`src/hw/ccs_pkg.sv`:
```
`default_nettype none
package ccs_pkg;

  // ****************************************
  // sizes and ranges
  // ****************************************
  localparam int LVL_W = 16;
  localparam int LOC_W = 7;
  localparam int MODE_W = 2;
  localparam int TST_W = 8;
  localparam logic [LOC_W-1:0] LOC_MIN = 7'h01;
  localparam logic [LOC_W-1:0] LOC_MAX = 7'h63;
  localparam int MEM_DEPTH = 128;

  // ****************************************
  // status byte bit positions
  // ****************************************
  localparam int STB_OPER = 7;
  localparam int STB_RQS = 6;
  localparam int STB_ESB = 5;
  localparam int STB_MAV = 4;
  localparam int STB_QUES = 3;
  localparam int STB_ERRQ = 2;
  localparam logic [7:0] SRE_WMASK = 8'hBF;
  localparam logic [7:0] STB_UNUSED = 8'h03;

  // ****************************************
  // reset values and timing
  // ****************************************
  localparam logic [LVL_W-1:0] LVL_ZERO = 16'h0000;
  localparam logic [7:0] BYTE_ZERO = 8'h00;
  localparam logic [MODE_W-1:0] MODE_VOLT = 2'h0;
  localparam logic [MODE_W-1:0] MODE_CURR = 2'h1;
  localparam int SETTLE_NS = 1000;
  localparam int CLK_NS = 50;
  localparam int SETTLE_CYC = (SETTLE_NS + CLK_NS - 1) / CLK_NS;
  localparam int SETTLE_W = 5;
  localparam int NUM_SUBTESTS = 8;

  // ****************************************
  // commands
  // ****************************************
  typedef enum logic [3:0] {
    CMD_NONE  = 4'h0,
    CMD_RCL   = 4'h1,
    CMD_SAV   = 4'h2,
    CMD_RST   = 4'h3,
    CMD_SRE   = 4'h4,
    CMD_SREQ  = 4'h5,
    CMD_STBQ  = 4'h6,
    CMD_TRG   = 4'h7,
    CMD_TST   = 4'h8,
    CMD_WAI   = 4'h9,
    CMD_OTHER = 4'hA
  } cmd_t;

  typedef struct packed {
    logic [LVL_W-1:0]  voltage;
    logic [LVL_W-1:0]  current;
    logic [MODE_W-1:0] mode;
  } trig_set_t;

  typedef struct packed {
    logic             valid;
    cmd_t             op;
    logic [7:0]       arg;
  } cmd_req_t;

endpackage
`default_nettype wire

```
`src/hw/common_command_status_unit.sv`:
```
// Contract
// recall of location 1..99 loads stored triggers into trigger control section
// second consecutive recall moves trigger section values to the output channel
// save of location 1..99 stores present trigger values
// reset command: output off, levels zero, voltage mode
// reset command clears latched overvoltage or overcurrent
// controller must send output-on after reset to see programmed values
// reset command returns mode to voltage and range to automatic
// service request mask takes 0..255, bit 6 not writable
// status bit 6 is OR of enabled status bits
// status layout: oper, summary, event, message, questionable, error queue
// mask query returns stored mask
// status query returns byte, bit 6 summary, no clearing
// serial poll returns request flag in bit 6, then resets it
// trigger while armed applies trigger levels and clears waiting flag
// continuous arming re-arms at once after each trigger
// trigger acts only when addressed as listener
// self test returns zero on pass, nonzero code on failure
// self test runs every subtest, one code bit per failure
// wait command holds later commands until output settles
// event summary is OR of enabled standard event bits
// out of range location rejected with error, nothing changes
`default_nettype none
module common_command_status_unit
  import ccs_pkg::*;
(
  input  wire logic                    ref_clk,
  input  wire logic                    arst_n,
  input  wire cmd_req_t                cmdReq,
  output logic                         cmdReady,
  output logic                         rspValid,
  output logic [7:0]                   rspData,
  output logic                         cmdError,
  input  wire logic                    listenAddressed,
  input  wire logic                    serialPoll,
  output logic [7:0]                   pollData,
  input  wire logic                    armReq,
  input  wire logic                    continuous_arming,
  input  wire logic                    setOutputOn,
  input  wire trig_set_t               trigWrite,
  input  wire logic                    trigWriteEn,
  input  wire logic [7:0]              eventStatus,
  input  wire logic [7:0]              eventEnable,
  input  wire logic                    operSummary,
  input  wire logic                    msgAvailable,
  input  wire logic                    quesSummary,
  input  wire logic                    error_queue_nonempty,
  input  wire logic                    ovpTrip,
  input  wire logic                    ocpTrip,
  input  wire logic [NUM_SUBTESTS-1:0] subtestFail,
  output logic                         outputOn,
  output trig_set_t                    outLevel,
  output logic                         rangeAuto,
  output logic                         protLatched,
  output logic                         waiting_for_trigger_flag,
  output logic                         settleBusy
);

  // ****************************************
  // storage instance
  // ****************************************
  logic             memWr;
  logic [LOC_W-1:0] memLoc;
  trig_set_t        memRd;
  trig_set_t        trig_ff, nxt_trig;

  trig_store trig_store_i (
    .ref_clk (ref_clk),
    .wrEn    (memWr),
    .wrLoc   (memLoc),
    .wrData  (trig_ff),
    .rdLoc   (memLoc),
    .rdData  (memRd)
  );

  // ****************************************
  // state
  // ****************************************
  typedef enum logic [1:0] {
    ST_IDLE  = 2'b00,
    ST_RDMEM = 2'b01,
    ST_WAIT  = 2'b10
  } state_t;

  state_t                state_ff, nxt_state;
  logic                  ready_ff, nxt_ready;
  logic                  busy_ff, nxt_busy;
  trig_set_t             level_ff, nxt_level;
  logic [7:0]            mask_ff, nxt_mask;
  logic                  rqs_ff, nxt_rqs;
  logic                  prevMss_ff, nxt_prevMss;
  logic                  lastRcl_ff, nxt_lastRcl;
  logic                  wtg_ff, nxt_wtg;
  logic                  outOn_ff, nxt_outOn;
  logic                  rngAuto_ff, nxt_rngAuto;
  logic                  prot_ff, nxt_prot;
  logic [SETTLE_W-1:0]   settle_ff, nxt_settle;
  logic                  rspV_ff, nxt_rspV;
  logic [7:0]            rspD_ff, nxt_rspD;
  logic                  err_ff, nxt_err;
  logic [7:0]            poll_ff, nxt_poll;
  logic [LOC_W-1:0]      loc_ff, nxt_loc;

  // ****************************************
  // status byte assembly
  // ****************************************
  logic       esb;
  logic       mss;
  logic [7:0] stbBase;
  logic [7:0] stbMss;
  logic [7:0] stbRqs;
  logic       locOk;
  logic [LOC_W-1:0] argLoc;

  always_comb
  begin
    esb = |(eventStatus & eventEnable);
    stbBase = BYTE_ZERO;
    stbBase[STB_OPER] = operSummary;
    stbBase[STB_ESB] = esb;
    stbBase[STB_MAV] = msgAvailable;
    stbBase[STB_QUES] = quesSummary;
    stbBase[STB_ERRQ] = error_queue_nonempty;
    mss = |(stbBase & mask_ff & SRE_WMASK & ~STB_UNUSED);
    stbMss = stbBase;
    stbMss[STB_RQS] = mss;
    stbRqs = stbBase;
    stbRqs[STB_RQS] = rqs_ff;
    argLoc = cmdReq.arg[LOC_W-1:0];
    locOk = (cmdReq.arg[7] == 1'b0) && (argLoc >= LOC_MIN) && (argLoc <= LOC_MAX);
  end

  // ****************************************
  // command execution next state
  // ****************************************
  // only one command in flight; wait blocks the port until settle ends
  always_comb
  begin
    nxt_state = state_ff;
    nxt_trig = trig_ff;
    nxt_level = level_ff;
    nxt_mask = mask_ff;
    nxt_rqs = rqs_ff;
    nxt_prevMss = mss;
    nxt_lastRcl = lastRcl_ff;
    nxt_wtg = wtg_ff;
    nxt_outOn = outOn_ff;
    nxt_rngAuto = rngAuto_ff;
    nxt_prot = prot_ff | ovpTrip | ocpTrip;
    nxt_settle = (settle_ff != '0) ? settle_ff - 1'b1 : settle_ff;
    nxt_rspV = 1'b0;
    nxt_rspD = rspD_ff;
    nxt_err = 1'b0;
    nxt_poll = poll_ff;
    nxt_loc = loc_ff;
    memWr = 1'b0;
    memLoc = loc_ff;

    // request flag rises on a new summary, poll clears it; new rise wins
    if (serialPoll)
    begin
      nxt_poll = stbRqs;
      nxt_rqs = 1'b0;
    end
    if (mss && !prevMss_ff)
    begin
      nxt_rqs = 1'b1;
    end

    if (armReq)
    begin
      nxt_wtg = 1'b1;
    end
    if (setOutputOn)
    begin
      nxt_outOn = 1'b1;
    end
    if (trigWriteEn)
    begin
      nxt_trig = trigWrite;
    end

    unique case (state_ff)
      ST_IDLE:
      begin
        if (cmdReq.valid)
        begin
          nxt_lastRcl = (cmdReq.op == CMD_RCL) ? lastRcl_ff : 1'b0;
          unique case (cmdReq.op)
            CMD_RCL:
            begin
              if (!locOk)
              begin
                nxt_err = 1'b1;
                nxt_lastRcl = 1'b0;
              end
              else if (lastRcl_ff)
              begin
                nxt_level = trig_ff;
                nxt_settle = SETTLE_W'(SETTLE_CYC);
                nxt_lastRcl = 1'b0;
              end
              else
              begin
                nxt_loc = argLoc;
                memLoc = argLoc;                           // read launched at the take edge
                nxt_state = ST_RDMEM;
              end
            end
            CMD_SAV:
            begin
              if (locOk)
              begin
                memLoc = argLoc;
                memWr = 1'b1;
              end
              else
              begin
                nxt_err = 1'b1;
              end
            end
            CMD_RST:
            begin
              nxt_outOn = 1'b0;
              nxt_level.voltage = LVL_ZERO;
              nxt_level.current = LVL_ZERO;
              nxt_level.mode = MODE_VOLT;
              nxt_rngAuto = 1'b1;
              nxt_prot = ovpTrip | ocpTrip;                // same-cycle trip wins
              nxt_settle = SETTLE_W'(SETTLE_CYC);
            end
            CMD_SRE:
            begin
              nxt_mask = (cmdReq.arg & SRE_WMASK) | (mask_ff & ~SRE_WMASK);
            end
            CMD_SREQ:
            begin
              nxt_rspV = 1'b1;
              nxt_rspD = mask_ff;
            end
            CMD_STBQ:
            begin
              nxt_rspV = 1'b1;
              nxt_rspD = stbMss;
            end
            CMD_TRG:
            begin
              if (listenAddressed && wtg_ff)
              begin
                nxt_level.voltage = trig_ff.voltage;
                nxt_level.current = trig_ff.current;
                nxt_settle = SETTLE_W'(SETTLE_CYC);
                nxt_wtg = continuous_arming;
              end
            end
            CMD_TST:
            begin
              nxt_rspV = 1'b1;
              nxt_rspD = TST_W'(subtestFail);
            end
            CMD_WAI:
            begin
              nxt_state = ST_WAIT;
            end
            default:
            begin
              nxt_lastRcl = 1'b0;
            end
          endcase
        end
      end
      ST_RDMEM:
      begin
        nxt_trig = memRd;
        nxt_lastRcl = 1'b1;
        nxt_state = ST_IDLE;
      end
      ST_WAIT:
      begin
        if (settle_ff == '0)
        begin
          nxt_state = ST_IDLE;
        end
      end
      default:
      begin
        nxt_state = ST_IDLE;
      end
    endcase
    // ready and busy registered so the ports come straight from flops
    nxt_ready = (nxt_state == ST_IDLE);
    nxt_busy = (nxt_settle != '0);
  end

  // ****************************************
  // registers
  // ****************************************
  // reset gives power-on defaults, mask starts cleared
  always_ff @(posedge ref_clk or negedge arst_n)
  begin
    if (!arst_n)
    begin
      state_ff <= ST_IDLE;
      ready_ff <= 1'b1;
      busy_ff <= 1'b0;
      trig_ff <= '0;
      level_ff <= '0;
      mask_ff <= BYTE_ZERO;
      rqs_ff <= 1'b0;
      prevMss_ff <= 1'b0;
      lastRcl_ff <= 1'b0;
      wtg_ff <= 1'b0;
      outOn_ff <= 1'b0;
      rngAuto_ff <= 1'b1;
      prot_ff <= 1'b0;
      settle_ff <= '0;
      rspV_ff <= 1'b0;
      rspD_ff <= BYTE_ZERO;
      err_ff <= 1'b0;
      poll_ff <= BYTE_ZERO;
      loc_ff <= '0;
    end
    else
    begin
      state_ff <= nxt_state;
      ready_ff <= nxt_ready;
      busy_ff <= nxt_busy;
      trig_ff <= nxt_trig;
      level_ff <= nxt_level;
      mask_ff <= nxt_mask;
      rqs_ff <= nxt_rqs;
      prevMss_ff <= nxt_prevMss;
      lastRcl_ff <= nxt_lastRcl;
      wtg_ff <= nxt_wtg;
      outOn_ff <= nxt_outOn;
      rngAuto_ff <= nxt_rngAuto;
      prot_ff <= nxt_prot;
      settle_ff <= nxt_settle;
      rspV_ff <= nxt_rspV;
      rspD_ff <= nxt_rspD;
      err_ff <= nxt_err;
      poll_ff <= nxt_poll;
      loc_ff <= nxt_loc;
    end
  end

  // outputs straight from flops
  assign rspValid = rspV_ff;
  assign rspData = rspD_ff;
  assign cmdError = err_ff;
  assign pollData = poll_ff;
  assign outputOn = outOn_ff;
  assign outLevel = level_ff;
  assign rangeAuto = rngAuto_ff;
  assign protLatched = prot_ff;
  assign waiting_for_trigger_flag = wtg_ff;
  assign settleBusy = busy_ff;
  assign cmdReady = ready_ff;

endmodule // common_command_status_unit
`default_nettype wire

```
`src/hw/trig_store.sv`:
```
`default_nettype none
module trig_store
  import ccs_pkg::*;
(
  input  wire logic             ref_clk,
  input  wire logic             wrEn,
  input  wire logic [LOC_W-1:0] wrLoc,
  input  wire trig_set_t        wrData,
  input  wire logic [LOC_W-1:0] rdLoc,
  output var  trig_set_t        rdData
);

  // ****************************************
  // location store, no reset: models flash
  // ****************************************
  trig_set_t mem [MEM_DEPTH];

  // registered read, one cycle latency
  always_ff @(posedge ref_clk)
  begin
    if (wrEn)
    begin
      mem[wrLoc] <= wrData;
    end
    rdData <= mem[rdLoc];
  end

endmodule // trig_store
`default_nettype wire
```
`config.mk`:
```
export PLATFORM = sky130hd
export DESIGN_NAME = common_command_status_unit
export DESIGN_NICKNAME = d
export VERILOG_FILES = /design/src/hw/ccs_pkg.sv /design/src/hw/common_command_status_unit.sv /design/src/hw/trig_store.sv
export SDC_FILE = /design/constraint.sdc
export NUM_CORES = 2
export LEC_CHECK = 0
export BUFFER_PORTS_ARGS = -buffer_cell sky130_fd_sc_hd__buf_2
export CORE_MARGIN = 1
export CORE_UTILIZATION = 35
export DETAILED_ROUTE_END_ITERATION = 12
export GPL_ROUTABILITY_DRIVEN = 1
export PLACE_DENSITY = 0.6
export RECOVER_POWER = 25
export SLEW_MARGIN = 5
export SYNTH_ARGS = -nofsm -noshare
export SYNTH_HDL_FRONTEND = slang
export SYNTH_HIERARCHICAL = 1
export SYNTH_MEMORY_MAX_BITS = 65536
export SYNTH_SLANG_ARGS = --single-unit
```
`constraint.sdc`:
```
create_clock -name ref_clk -period 9.1 [get_ports ref_clk]
set_clock_uncertainty 0.1 [all_clocks]
set_input_delay 0.91 -clock ref_clk [delete_from_list [all_inputs] [get_ports ref_clk]]
set_output_delay 0.91 -clock ref_clk [all_outputs]
set_load 0.02 [all_outputs]
```
==> results.toml <==
[hold_path]
holdPathStages = 3
worstHoldEndpoint = "waiting_for_trigger_flag"
min_path_type = "in -> reg"
holdCritStartpoint = "armReq"

[die]
ios = 143
core-area_um2 = 487000
start_util_pct = 35.2
die_h_um = 701
num_rows = 256
fp.dieW_um = 701
dieArea_um2 = 492000

[placement]
place_hpwl_um = 261000
place_inst = 13300
io_buffers = 139
finalWeightedCongestion = 0.807

[synth]
synthTopCellsByArea = "edfxtp_1, mux4_2, dfrtp_1, clkbuf_1, mux2_2"
synthesis.instances = 6796
yosysSeqAreaShare_pct = 78.4
ys_types = 68
synth-edff-count = 4352
netlist.top_cell.by_area = "edfxtp_1"
ys_ff_latch = 4499
synth_flop_cell = "edfxtp_1"
avgSynthCellArea_um2 = 25.2
synth.top_cell.area_share_pct = 76.3
ys_async_sr_fraction_pct = 2.51
yosysWarnings = 6
synth_area_um2 = 171000

[sta]
post-route-period-util_pct = 69.9
hold_viol_final = 0
relSlewSlack_pct = -292
rsz0062_at_grt = "false"
tightestPinTransition_ns = 5.88
fmax_ghz = 0.157
slew_violations = 2619
finalSetupTns_ns = 0
final-setup-viol-count = 0
period_needed_ns = 6.36

[flow_run]
drv_cap = 42

[final_layout]
syn2layout_area_growth_pct = 14.5
drive_above_1_share_pct = 34.7
fillers = 41700
final_cell_mix = "edfxtp_1, mux4_2, clkbuf_16, buf_4, buf_2"
final_common_cell = "edfxtp_1"
fin_nets = 7346
finalNonFillerCells = 14100

[cts]
cts_resized = 0
clkSlewWorstSetupHoldPaths_ns = 0.07
clock_sinks = 4499
h-tree-depth = 5
numCtsBuffers = 435
clock_path_buffers = 4
tritoncts = "yes"
clock_latency_ns = 0.99
clockRootBuffer = "clkbuf_16"

[worst_setup_path]
r2r-end = "trig_store_i/mem[84][32]"
r2r_slack_ns = 2.74
crit_fanout = 106
startpoint_type = "flop"
required_ns = 8.90
crit_buf_inv = 1
critical_path.top_delay_family = "buffers and inverters"
critPathMaxStageDelay_ns = 4.11
worstPathCellList = "clkbuf_1"
crit_path_end_kind = "flop"
cpMaxStageDelayCell = "clkbuf_1"
r2r-start = "trig_ff[32]"
worstRegToRegCells = 1
cp.arrival_ns = 6.16
path_depth = 1
critical_path_class = "reg -> reg"

[drt]
vias_per_cell = 5.70
first_iter_violations = 10700
routed_wl_um = 480000
dr.pass1.iters = 6
detail_route.wl_per_cell_um = 34.0
ant_nets = 0
drc = 0
vias = 80500

[power_and_ir_drop]
power.density_nw_per_um2 = 256
ir_drop_uv = 190
p_leak_nw = 58.7

[grt]
first_global_vias = 80300
track_usage_pct = 19.2
grt_pass1_wl_um = 658000
grt_start_max_net_pins = 166
grt_antenna_before_repair = 66
grt-ovfl-total = 0

[run_status]
status = "complete, but fails checks"
violations = "capacitance limit, slew limit"
## registers in the layout (all words and copies together), names as in the netlist
| signal | flops |
|---|---|
| trig_store_i/mem | 4352 |
| outLevel | 34 |
| trig_ff | 34 |
| trig_store_i/rdData | 34 |
| rspData | 8 |
| loc_ff | 7 |
| mask_ff | 7 |
| pollData | 6 |
| settle_ff | 5 |
| state_ff | 2 |
| cmdError | 1 |
| cmdReady | 1 |
| lastRcl_ff | 1 |
| outputOn | 1 |
| prevMss_ff | 1 |
| protLatched | 1 |
| rqs_ff | 1 |
| rspValid | 1 |
| settleBusy | 1 |
| waiting_for_trigger_flag | 1 |
## per-layer routing
layer  up-vias  wire, um  track usage [%]
met5         -       317                0
met1     44700    184000             26.0
li1      30600         -                -
met2      4415    229000             30.7
met4        50     17200             6.20
met3       770     49600             4.49
## cell families (layout without fill, tap and decap cells)
logic type | count (synthesis) | count (layout) | synth area share, %
AOI/OAI and AO/OA | 114 | 114 | 0.482
xor gates and xnor gates | 4 | 4 | 0.0205
adders and majority gates | 1 | 1 | 0.00731
buffers and inverters | 377 | 1208 | 0.936
DFF | 4499 | 4499 | 78.4
muxes | 1530 | 1530 | 19.4
other | 2 | 49 | 0.00439
and+or+nand+nor | 269 | 269 | 0.723
## per-stage QoR
step | utilization (%) | instance area [um2] | total power [mW] | hold WS [ns] | setup WS, ns
CTS | 40.3 | 196000 | 50.5 | 0.0211 | 2.99
detailed placement | 37.4 | 182000 | 32.8 | 0.333 | 2.40
floorplan | - | 171000 | 29.4 | 0.299 | 3.32
global placement | 37.4 | 182000 | 32.7 | 0.322 | 2.38
finish | 40.3 | 196000 | 50.3 | 0.0956 | 2.74
global route | 40.3 | 196000 | 51.6 | 0.0588 | 2.43
## power by group
part	internal, mW	total [mW]	switching, mW
registers	23.4	24.0	0.598
clock network	10.1	17.9	7.82
logic	3.65	8.40	4.75
total	37.1	50.3	13.2
## synth_stat cells, types with 2 or more instances
cell type and instances:
edfxtp_1 4352, mux4_2 1428, clkbuf_1 220, nor2_1 127, dfrtp_1 112, buf_2 69
mux2_2 62, nand2_1 61, buf_1 60, mux2i_1 40, o21ai_0 39, a22o_1 38
dfxtp_1 34, nand3_1 17, inv_1 14, nor3_1 12, nor2b_1 11, a21oi_1 10
buf_4 7, a22oi_1 6, nand4_1 6, nand2b_1 5, and2_1 4, and3_1 4
buf_6 4, nor3b_1 3, nor4_1 3, and2b_1 2, and4bb_2 2, buf_12 2
conb_1 2, or3_1 2, xnor2_1 2, xor2_1 2
## worst max-delay path by stage
stage / endpoint / startpoint
3_3_place_gp: trig_store_i/rdData[24] / cmdReq[2]
5_1_grt: trig_store_i/mem[84][32] / trig_ff[32]
2_1_floorplan: trig_store_i/mem[98][0] / cmdReq[5]
3_5_place_dp: trig_store_i/rdData[33] / cmdReq[2]
6_report: trig_store_i/mem[84][32] / trig_ff[32]
4_1_cts: trig_store_i/rdData[1] / state_ff[1]
## cell type report
type / count / area [um2] / area share, %
Sequential cell: 4499 / 134000 / 68.5
Clock inverter: 250 / 2510 / 1.28
Tap cell: 6450 / 8070 / 4.12
Antenna cell: 46 / 115 / 0.0587
Timing Repair Buffer: 389 / 2940 / 1.50
Multi-Input combinational cell: 1921 / 36400 / 18.6
Inverter: 14 / 52.6 / 0.0268
Clock buffer: 555 / 11600 / 5.93
## what timing repair did
| item | CTS | global route |
|---|---|---|
| hold buffers | 4 | 0 |
| hold endpoints to repair | 79 | 0 |
| setup buffers | 0 | 0 |
No activity file was read; power rests on OpenSTA's default activity.
